`config.mk`:
```
export PLATFORM = sky130hd
export DESIGN_NAME = yag_top
export DESIGN_NICKNAME = d
export VERILOG_FILES = /design/src/yag_pkg.sv /design/src/yag_top.sv
export VERILOG_INCLUDE_DIRS = /design/src
export SDC_FILE = /design/constraint.sdc
export NUM_CORES = 1
export LEC_CHECK = 0
export ABC_AREA = 1
export BUFFER_PORTS_ARGS = -buffer_cell sky130_fd_sc_hd__buf_2
export CORE_UTILIZATION = 35
export CTS_CLUSTER_DIAMETER = 150
export DETAILED_ROUTE_END_ITERATION = 8
export PLACE_DENSITY_LB_ADDON = 0.05
export SLEW_MARGIN = 30
export SYNTH_ARGS = -nofsm -noshare
export SYNTH_HDL_FRONTEND = slang
export SYNTH_SLANG_ARGS = --single-unit
```
`constraint.sdc`:
```
create_clock -name clock_i -period 1.7 [get_ports clock_i]
set_input_delay 0.17 -clock clock_i [delete_from_list [all_inputs] [get_ports clock_i]]
set_output_delay 0.17 -clock clock_i [all_outputs]
set_load 0.01 [all_outputs]
```
`src/yag_cfg.svh`:
```
// Constants for the T1 transmit yellow alarm generator.
// Assumes inclusion by bare name from the package and the design module.
`ifndef YAG_CFG_SVH
`define YAG_CFG_SVH

// ----------------------------------------------------------------------------
// Register map
// ----------------------------------------------------------------------------
`define YAG_ADDR_W          8
`define YAG_ADDR_ALARM_GEN  8'h08
`define YAG_ADDR_STATUS     8'h09
`define YAG_ADDR_PAT_COUNT  8'h0a
`define YAG_ALARM_GEN_RST   8'h00

// ----------------------------------------------------------------------------
// Alarm generation fields
// ----------------------------------------------------------------------------
`define YAG_RULE_BIT        7
`define YAG_ENABLE_BIT      6
`define YAG_SEL_HI          5
`define YAG_SEL_LO          4
`define YAG_STORED_MASK     8'hf0

// ----------------------------------------------------------------------------
// Alarm select codes and framing constants
// ----------------------------------------------------------------------------
`define YAG_SEL_NONE        2'h0
`define YAG_SEL_ONE         2'h1
`define YAG_SEL_TWO         2'h2
`define YAG_SEL_THREE       2'h3
`define YAG_FS_FRAME        4'hc
`define YAG_PATTERN_LIMIT   255
`define YAG_PAT_BITS        16
`define YAG_PAT_LAST        4'hf
`define YAG_PAT_ONES_END    4'h8

`endif

```
`src/yag_pkg.sv`:
```
// Types shared by the yellow alarm generator.
// Assumes yag_cfg.svh is on the include path.
`include "yag_cfg.svh"

package yag_pkg;

	// Transmit framing mode supplied by the framer
	typedef enum logic [1:0] {
		YAG_MODE_SF,
		YAG_MODE_N,
		YAG_MODE_DS1DC,
		YAG_MODE_ESF
	} yag_mode_e;

	typedef logic [1:0] yag_sel_t;

endpackage : yag_pkg

```
`src/yag_top.sv`:
```
// Transmit yellow alarm (remote alarm indication) generator, one T1 channel.
// Assumes the framer supplies the framing mode, the frame number and a one
// cycle pulse per ESF data link bit slot; all inputs are synchronous.
//
// Design decisions made here: the address map and the strobed register port.
`timescale 1ns/1ns
`include "yag_cfg.svh"

module yag_top #(
	parameter int unsigned PATTERN_LIMIT = `YAG_PATTERN_LIMIT
) (
	// Clock and reset
	input  wire logic                     clock_i,
	input  wire logic                     nrst_i,
	// Register port
	input  wire logic [`YAG_ADDR_W-1:0]   addr_i,
	input  wire logic [7:0]               wdata_i,
	input  wire logic                     wr_i,
	input  wire logic                     rd_i,
	output logic      [7:0]               rdata_o,
	// Framer timing
	input  wire yag_pkg::yag_mode_e       frame_mode_i,
	input  wire logic [3:0]               frame_num_i,
	input  wire logic                     dl_slot_i,
	// Alarm insertion controls
	output logic                          ds0_bit2_zero_o,
	output logic                          ybit_zero_o,
	output logic                          fs_bit_one_o,
	output logic                          dl_override_o,
	output logic                          dl_data_o,
	output logic                          rule_enforced_o
);
	import yag_pkg::*;

	// ------------------------------------------------------------------------
	// Storage
	// ------------------------------------------------------------------------
	logic [7:0] alarm_generation_reg;
	logic       sel_low_prev_reg;
	logic       running_reg;
	logic       running_next;
	logic       dl_active_reg;
	logic       dl_active_next;
	logic [3:0] bit_idx_reg;
	logic [3:0] bit_idx_next;
	logic [7:0] pat_cnt_reg;
	logic [7:0] pat_cnt_next;
	logic       dl_data_reg;
	logic       ones_reg;
	logic       ds0_zero_reg;
	logic       ybit_zero_reg;
	logic       fs_one_reg;
	logic [7:0] rdata_reg;

	localparam logic [7:0] LIMIT_M1 = 8'(PATTERN_LIMIT - 1);

	function automatic logic sel_is(input yag_sel_t s, input yag_sel_t code);
		return s == code;
	endfunction : sel_is

	// ------------------------------------------------------------------------
	// Field decode
	// ------------------------------------------------------------------------
	wire        rule_on    = alarm_generation_reg[`YAG_RULE_BIT];
	wire        free_rule  = !rule_on;
	wire yag_sel_t sel     = alarm_generation_reg[`YAG_SEL_HI:`YAG_SEL_LO];
	wire        sel_low    = sel[0];
	wire        sel_high   = sel[1];
	wire        mode_esf   = frame_mode_i == YAG_MODE_ESF;
	wire        mode_sf    = frame_mode_i == YAG_MODE_SF;
	wire        mode_sfn   = mode_sf || frame_mode_i == YAG_MODE_N;
	wire        mode_dc    = frame_mode_i == YAG_MODE_DS1DC;
	wire        sel_any    = !sel_is(sel, `YAG_SEL_NONE);

	// Bit 2 zero for 01 and 11 in SF or N
	wire        ds0_want   = free_rule && mode_sfn
	                         && (sel_is(sel, `YAG_SEL_ONE)
	                         || sel_is(sel, `YAG_SEL_THREE));
	// Y bit zero for any non-zero select in data channel mode
	wire        ybit_want  = free_rule && mode_dc && sel_any;
	// Fs bit one in frame 12 for 10 in SF
	wire        fs_want    = free_rule && mode_sf && sel_is(sel, `YAG_SEL_TWO)
	                         && frame_num_i == `YAG_FS_FRAME;

	// ESF duration control
	wire        esf_low    = free_rule && mode_esf && sel_low;
	wire        esf_high   = free_rule && mode_esf && sel_is(sel, `YAG_SEL_TWO);
	wire        esf_mode   = free_rule && mode_esf;
	wire        low_rise   = sel_low && !sel_low_prev_reg;
	wire        pat_end    = dl_active_reg && dl_slot_i && bit_idx_reg == `YAG_PAT_LAST;
	wire        cnt_done   = pat_end && running_reg && pat_cnt_reg == LIMIT_M1;
	// A started pulse outlives its select bit; a held select keeps the link busy
	wire        esf_want   = esf_mode && (running_reg || sel_any);
	// Another pattern follows while the count runs or any select is held
	wire        pat_keep   = (running_reg && !cnt_done) || sel_any;
	wire        all_ones   = sel_is(sel, `YAG_SEL_THREE);
	// Pattern kind of the last non-zero select, so a cleared pulse keeps it
	wire        ones_now   = sel_any ? all_ones : ones_reg;

	// ------------------------------------------------------------------------
	// ESF pulse counter
	// ------------------------------------------------------------------------
	always_comb begin
		running_next = running_reg;
		// Only leaving ESF, an enforced rule or the limit ends a started pulse;
		// clearing the select bit alone does not
		if (!esf_mode) begin
			running_next = 1'b0;
		end else if (esf_low && low_rise) begin
			running_next = 1'b1;
		end else if (cnt_done) begin
			running_next = 1'b0;
		end
	end

	always_comb begin
		pat_cnt_next = pat_cnt_reg;
		// A new pulse restarts the count; the pattern in flight counts as first
		if (!esf_mode || (esf_low && low_rise)) begin
			pat_cnt_next = 8'h00;
		end else if (pat_end && running_reg && !cnt_done) begin
			pat_cnt_next = pat_cnt_reg + 8'h01;
		end
	end

	// ------------------------------------------------------------------------
	// ESF data link pattern
	// ------------------------------------------------------------------------
	// Leaving ESF or an enforced rule ends the alarm at once; otherwise it ends only on a pattern boundary
	always_comb begin
		dl_active_next = dl_active_reg;
		bit_idx_next   = bit_idx_reg;
		if (!esf_mode) begin
			dl_active_next = 1'b0;
			bit_idx_next   = 4'h0;
		end else if (!dl_active_reg) begin
			dl_active_next = esf_want;
			bit_idx_next   = 4'h0;
		end else if (dl_slot_i) begin
			bit_idx_next = bit_idx_reg + 4'h1;
			if (pat_end && !pat_keep) begin
				dl_active_next = 1'b0;
			end
		end
	end

	// Pattern bit for the next slot, ones first
	wire        pat_bit    = ones_now || bit_idx_next < `YAG_PAT_ONES_END;

	// ------------------------------------------------------------------------
	// Registers
	// ------------------------------------------------------------------------
	always_ff @(posedge clock_i or negedge nrst_i) begin
		if (!nrst_i) begin
			alarm_generation_reg <= `YAG_ALARM_GEN_RST;
		end else if (wr_i && addr_i == `YAG_ADDR_ALARM_GEN) begin
			alarm_generation_reg <= wdata_i & `YAG_STORED_MASK;
		end
	end

	always_ff @(posedge clock_i or negedge nrst_i) begin
		if (!nrst_i) begin
			sel_low_prev_reg <= 1'b0;
			running_reg      <= 1'b0;
			pat_cnt_reg      <= 8'h00;
			dl_active_reg    <= 1'b0;
			bit_idx_reg      <= 4'h0;
			dl_data_reg      <= 1'b0;
			ones_reg         <= 1'b0;
		end else begin
			sel_low_prev_reg <= sel_low;
			running_reg      <= running_next;
			pat_cnt_reg      <= pat_cnt_next;
			dl_active_reg    <= dl_active_next;
			bit_idx_reg      <= bit_idx_next;
			dl_data_reg      <= dl_active_next && pat_bit;
			ones_reg         <= ones_now;
		end
	end

	always_ff @(posedge clock_i or negedge nrst_i) begin
		if (!nrst_i) begin
			ds0_zero_reg  <= 1'b0;
			ybit_zero_reg <= 1'b0;
			fs_one_reg    <= 1'b0;
		end else begin
			ds0_zero_reg  <= ds0_want;
			ybit_zero_reg <= ybit_want;
			fs_one_reg    <= fs_want;
		end
	end

	// ------------------------------------------------------------------------
	// Read port
	// ------------------------------------------------------------------------
	// Read data stand one cycle after the strobe and read zero otherwise
	wire [7:0] status_word = {5'h00, dl_active_reg, running_reg, rule_on};
	wire [7:0] read_mux    = addr_i == `YAG_ADDR_ALARM_GEN ? alarm_generation_reg :
	                         addr_i == `YAG_ADDR_STATUS    ? status_word :
	                         addr_i == `YAG_ADDR_PAT_COUNT ? pat_cnt_reg : 8'h00;

	always_ff @(posedge clock_i or negedge nrst_i) begin
		if (!nrst_i) begin
			rdata_reg <= 8'h00;
		end else if (rd_i) begin
			rdata_reg <= read_mux;
		end else begin
			rdata_reg <= 8'h00;
		end
	end

	assign rdata_o         = rdata_reg;
	assign ds0_bit2_zero_o = ds0_zero_reg;
	assign ybit_zero_o     = ybit_zero_reg;
	assign fs_bit_one_o    = fs_one_reg;
	assign dl_override_o   = dl_active_reg;
	assign dl_data_o       = dl_data_reg;
	assign rule_enforced_o = rule_on;
endmodule : yag_top

```
==> Word-level counts from Yosys, hierarchy flattened <==
Cells that the tools add are included.
{ "word_totals": {"elab_cells": 81, "romBits": 0, "regBits": 32, "in_bits": 27, "latch_bits": 0, "memories": 0, "mem_bits_rw": 0} }
{ "classes": {"n_mul": 0, "reduce_logical": 36, "shifts": 0, "n_addsub": 2, "div": 0, "bitwise": 0, "eq_ne": 13, "mux": 17, "order_cmp": 1} }
{ "ops": {"columns": ["cell", "count"], "rows": [
  ["$mux W8", 6],
  ["$eq A8 B4 Y1 const B", 3],
  ["$logic_and A1 B1 Y1", 21],
  ["$mux W4", 3],
  ["$add A8 B1 Y8 const B", 1],
  ["$eq A2 B2 Y1 const B", 4],
  ["$eq A4 B4 Y1 const B", 2],
  ["$eq A8 B8 Y1 const B", 1],
  ["$mux W1", 8],
  ["$logic_not A1 Y1", 6],
  ["$logic_or A1 B1 Y1", 6],
  ["$add A4 B1 Y4 const B", 1],
  ["$eq A2 B1 Y1 const B", 2],
  ["$logic_not A2 Y1", 2],
  ["$lt A4 B4 Y1 const B", 1],
  ["$ne A3 B1 Y1 const B", 1],
  ["$reduce_bool A2 Y1", 1]
]} }

==> Longest topological paths before layout <==
{ "depth": {"ltp_word": 14, "depth_mapped": 10, "mapped_depth_nobuf": 10} }

==> Least setup slack after synthesis <==
Ideal clock, no wire load.
{ "synth_timing": {"path_kind": "flip-flop to flip-flop", "startpoint": "register pat_cnt_reg[0]", "endpoint": "register pat_cnt_reg[0]", "slack_ns": 0.343, "synth_period_minus_slack_ns": 1.357, "path_stages_with_launch": 10, "setup_time_ns": 0.117, "t_required_ns": 1.583, "arrival_time_ns": 1.239, "path_cell_list": "dfrtp_1 inv_1 ha_1 nand2_1 nor2_1 and2_4 nor2_4 nand2_8 o21ai_1 nor2_1"} }
{ "synth_via": {"elab_chain_cells": 5, "elab_cells_between_ends": 8} }
{ "synth_rtl": {"columns": ["item", "line_no", "text"], "rows": [
  ["start: declaration", "yag_top.sv:46", "logic [7:0] pat_cnt_reg;"],
  ["start signal: assignment", "yag_top.sv:173", "pat_cnt_reg <= pat_cnt_next;"],
  ["parallel branches: the longest is 5 deep, another holds $add A8 B1 Y8", null, null]
]} }
Several ways; the timed one is not identified. The select of a mux whose other input is x is not followed.
A chain may end at the register's enable or synchronous reset.

==> Worst setup path after layout <==
{ "layout_timing": {"startpoint": "register pat_cnt_reg[0]", "endpoint": "register pat_cnt_reg[6]"} }
The elaborated chain is that of the path after synthesis.

==> qor.yml <==
initial_core_util_pct: 36.9
cts-buffers-inserted: 5
finalCritPeriodShare_pct: 89.5
cpMostUsedCell: "nand2_1"
rows: 24
synth.distinct_cells: 27
die_y_um: 70.2
maxSlewViolCount: 0
drc: 0
layout_min_cycle_time_ps: 1520
grt_first_pass_wirelength_um: 6310
gp_congestion: 0.851
cap_violations: 0
report.final.hold_viol_count: 0
portBuffers: 36
clk_pin_slew_worst_paths_ps: 70
grt_usage_pct: 16.5
cp-end-kind: "flip-flop"
fin_nets: 268
syn-instance-count: 194
fin_tns_setup_ps: 0
worst_pin_slew_ps: 734
status: "complete, no violations"
dr.first_iter.drc_count: 98
r2r-end: "pat_cnt_reg[6]"
reg2regPathDepth: 10
setup_viol: 0
min_from: "frame_num_i[0]"
first_global_vias: 1426
timing.rr.start: "pat_cnt_reg[0]"
grt_busiest_layer: "met2"
htreeDepth: 2
rsz0062_at_grt: "false"
root_buffer: "clkbuf_8"
cts_sinks: 32
n_antenna_cell: 0
hold-path-endpoint: "fs_bit_one_o"
max_freq_mhz: 658
syn_nets: 224
crit_start: "pat_cnt_reg[0]"
finish.utilization_pct: 44.8
use_met3_pct: 5.34
p_leak_nw: 1.11
cp_max_fo: 9
startpoint_type: "flip-flop"
regToRegSetupSlack_ps: 180
firstDrtPassIters: 4
cp_data_required_time_ps: 1930
wire_per_inst_um: 12.0
overflow: 0
core_sq_um: 4410
max_stage_delay_ps: 410
wl_um: 3500
syn_area_per_cell_sq_um: 8.39
grt_max_degree: 33
antenna_found_initial: 0
hold_path_depth: 2
path_cells: "inv_1 > ha_1 > nand2_1 > nor2_1 > and2_4 > nor2_4 > nand2_8 > inv_4 > nand3b_1 > nand2_1"
ys_ff_latch: 32
worst_ep_arrival_time_ps: 1750
seq_area_frac_synth_pct: 49.2
p_per_area_nw_per_um2: 766
grt_use_met2_pct: 26.6
finClkSkew_ps: 11.0
drive_above_1_share_pct: 24.3
cp_num_buf_inv: 2
maxSlewHeadroom_pct: 51.0
fillerInstances: 443
clkLatencyLatePin_ps: 290
cts_tree: "built"
cpMaxStageDelayCell: "dfrtp_1"
met1_usage_pct: 20.2
yosys_warnings: 0
vias_per_cell: 4.73
die_w_um: 70.2
seqCellArea_sq_um: 801
cp_top_family: "simple AND/OR/NAND/NOR gates"
critical_path_class: "flip-flop to flip-flop"
area_growth_syn_to_layout_pct: 21.4
dp_hpwl_um: 2600
vias: 1375
hold_path_class: "primary input to flip-flop"
drtAntennaViolNets: 0
multiInputGateArea_sq_um: 723
syn_area_sq_um: 1630
io_pins: 41
die_area_sq_um: 4930
ir_worst_vdd_v: 0.000401
clock_path_buffers: 2
cts_resized: 0
[cell usage after synthesis, drive strengths merged]
master	count	share of area (%)
a21oi	4	1.2
a32o	1	0.61
and2	2	0.92
and3	1	0.38
buf	1	0.46
dfrtp	32	49
ha	3	2.3
inv	25	5.9
nand2	50	13
nand3	25	8.0
nand3b	3	1.4
nor2	27	7.9
nor3	3	0.92
nor4	2	0.77
o21ai	5	1.8
o31ai	2	0.92
xnor2	1	0.54
xor2	7	3.8
[routing by layer]
layer | routed length [um] | share of wire (%)
met5 | 0 | 0
met4 | 43 | 1.2
met3 | 151 | 4.3
met2 | 1670 | 48
met1 | 1630 | 47
[cell families after synthesis]
kind of cell,synth area share (%)
buffers and inverters,6.38
AOI/OAI and AO/OA,4.53
xor gates and xnor gates,4.30
DFF,49.2
and+or+nand+nor,33.3
adders and majority gates,2.31
[cell type report]
| type | count | area share [%] |
|---|---|---|
| Timing Repair Buffer | 38 | 10.0 |
| Clock buffer | 6 | 4.18 |
| Inverter | 25 | 4.88 |
| Tap cell | 52 | 3.29 |
| Clock inverter | 2 | 0.507 |
| Multi-Input combinational cell | 136 | 36.6 |
| Sequential cell | 32 | 40.5 |
[power by group]
group	total [mW]	internal [mW]	switching, mW
Clock	0.605	0.323	0.282
Combinational	0.118	0.0432	0.0745
Sequential	0.792	0.781	0.0102
[per-stage QoR]
| step | cells | instance area (sq um) | hold WS, ps | power [mW] | setup WS [ps] |
|---|---|---|---|---|---|
| 2_1_floorplan | 194 | 1630 | -126 | 0.858 | 343 |
| 3_3_place_gp | 282 | 1870 | 271 | 0.920 | 227 |
| 3_5_place_dp | 282 | 1870 | 276 | 0.923 | 202 |
| 4_1_cts | 291 | 1980 | 23.0 | 1.53 | 180 |
| 5_1_grt | 291 | 1980 | 28.2 | 1.59 | 62.9 |
| 6_report | 291 | 1980 | 30.2 | 1.51 | 179 |
[timing repair]
action,4_1_cts,5_1_grt
buffers inserted,0,0
endpoints found under the setup margin,0,0
hold buffers,1,0
endpoints found under the hold margin,32,0
[worst max path at each step]
stage	end	slack [ps]	cells past startpoint
final	pat_cnt_reg[6]	180	10
after global placement	pat_cnt_reg[6]	230	10
after detailed placement	pat_cnt_reg[6]	200	10
after global routing	pat_cnt_reg[6]	60	10
after CTS	pat_cnt_reg[6]	180	10
after floorplan	pat_cnt_reg[0]	340	9
[cell usage in the layout (no fill, tap or decap), types with 4 or more instances in the layout]
| cell type | instances |
|---|---|
| nor2_1 | 22 |
| nand2_1 | 46 |
| inv_1 | 24 |
| a21oi_1 | 4 |
| clkbuf_8 | 6 |
| nand3_1 | 24 |
| buf_2 | 36 |
| xor2_1 | 7 |
| dfrtp_1 | 32 |
Power figures use the tool's default switching activity.
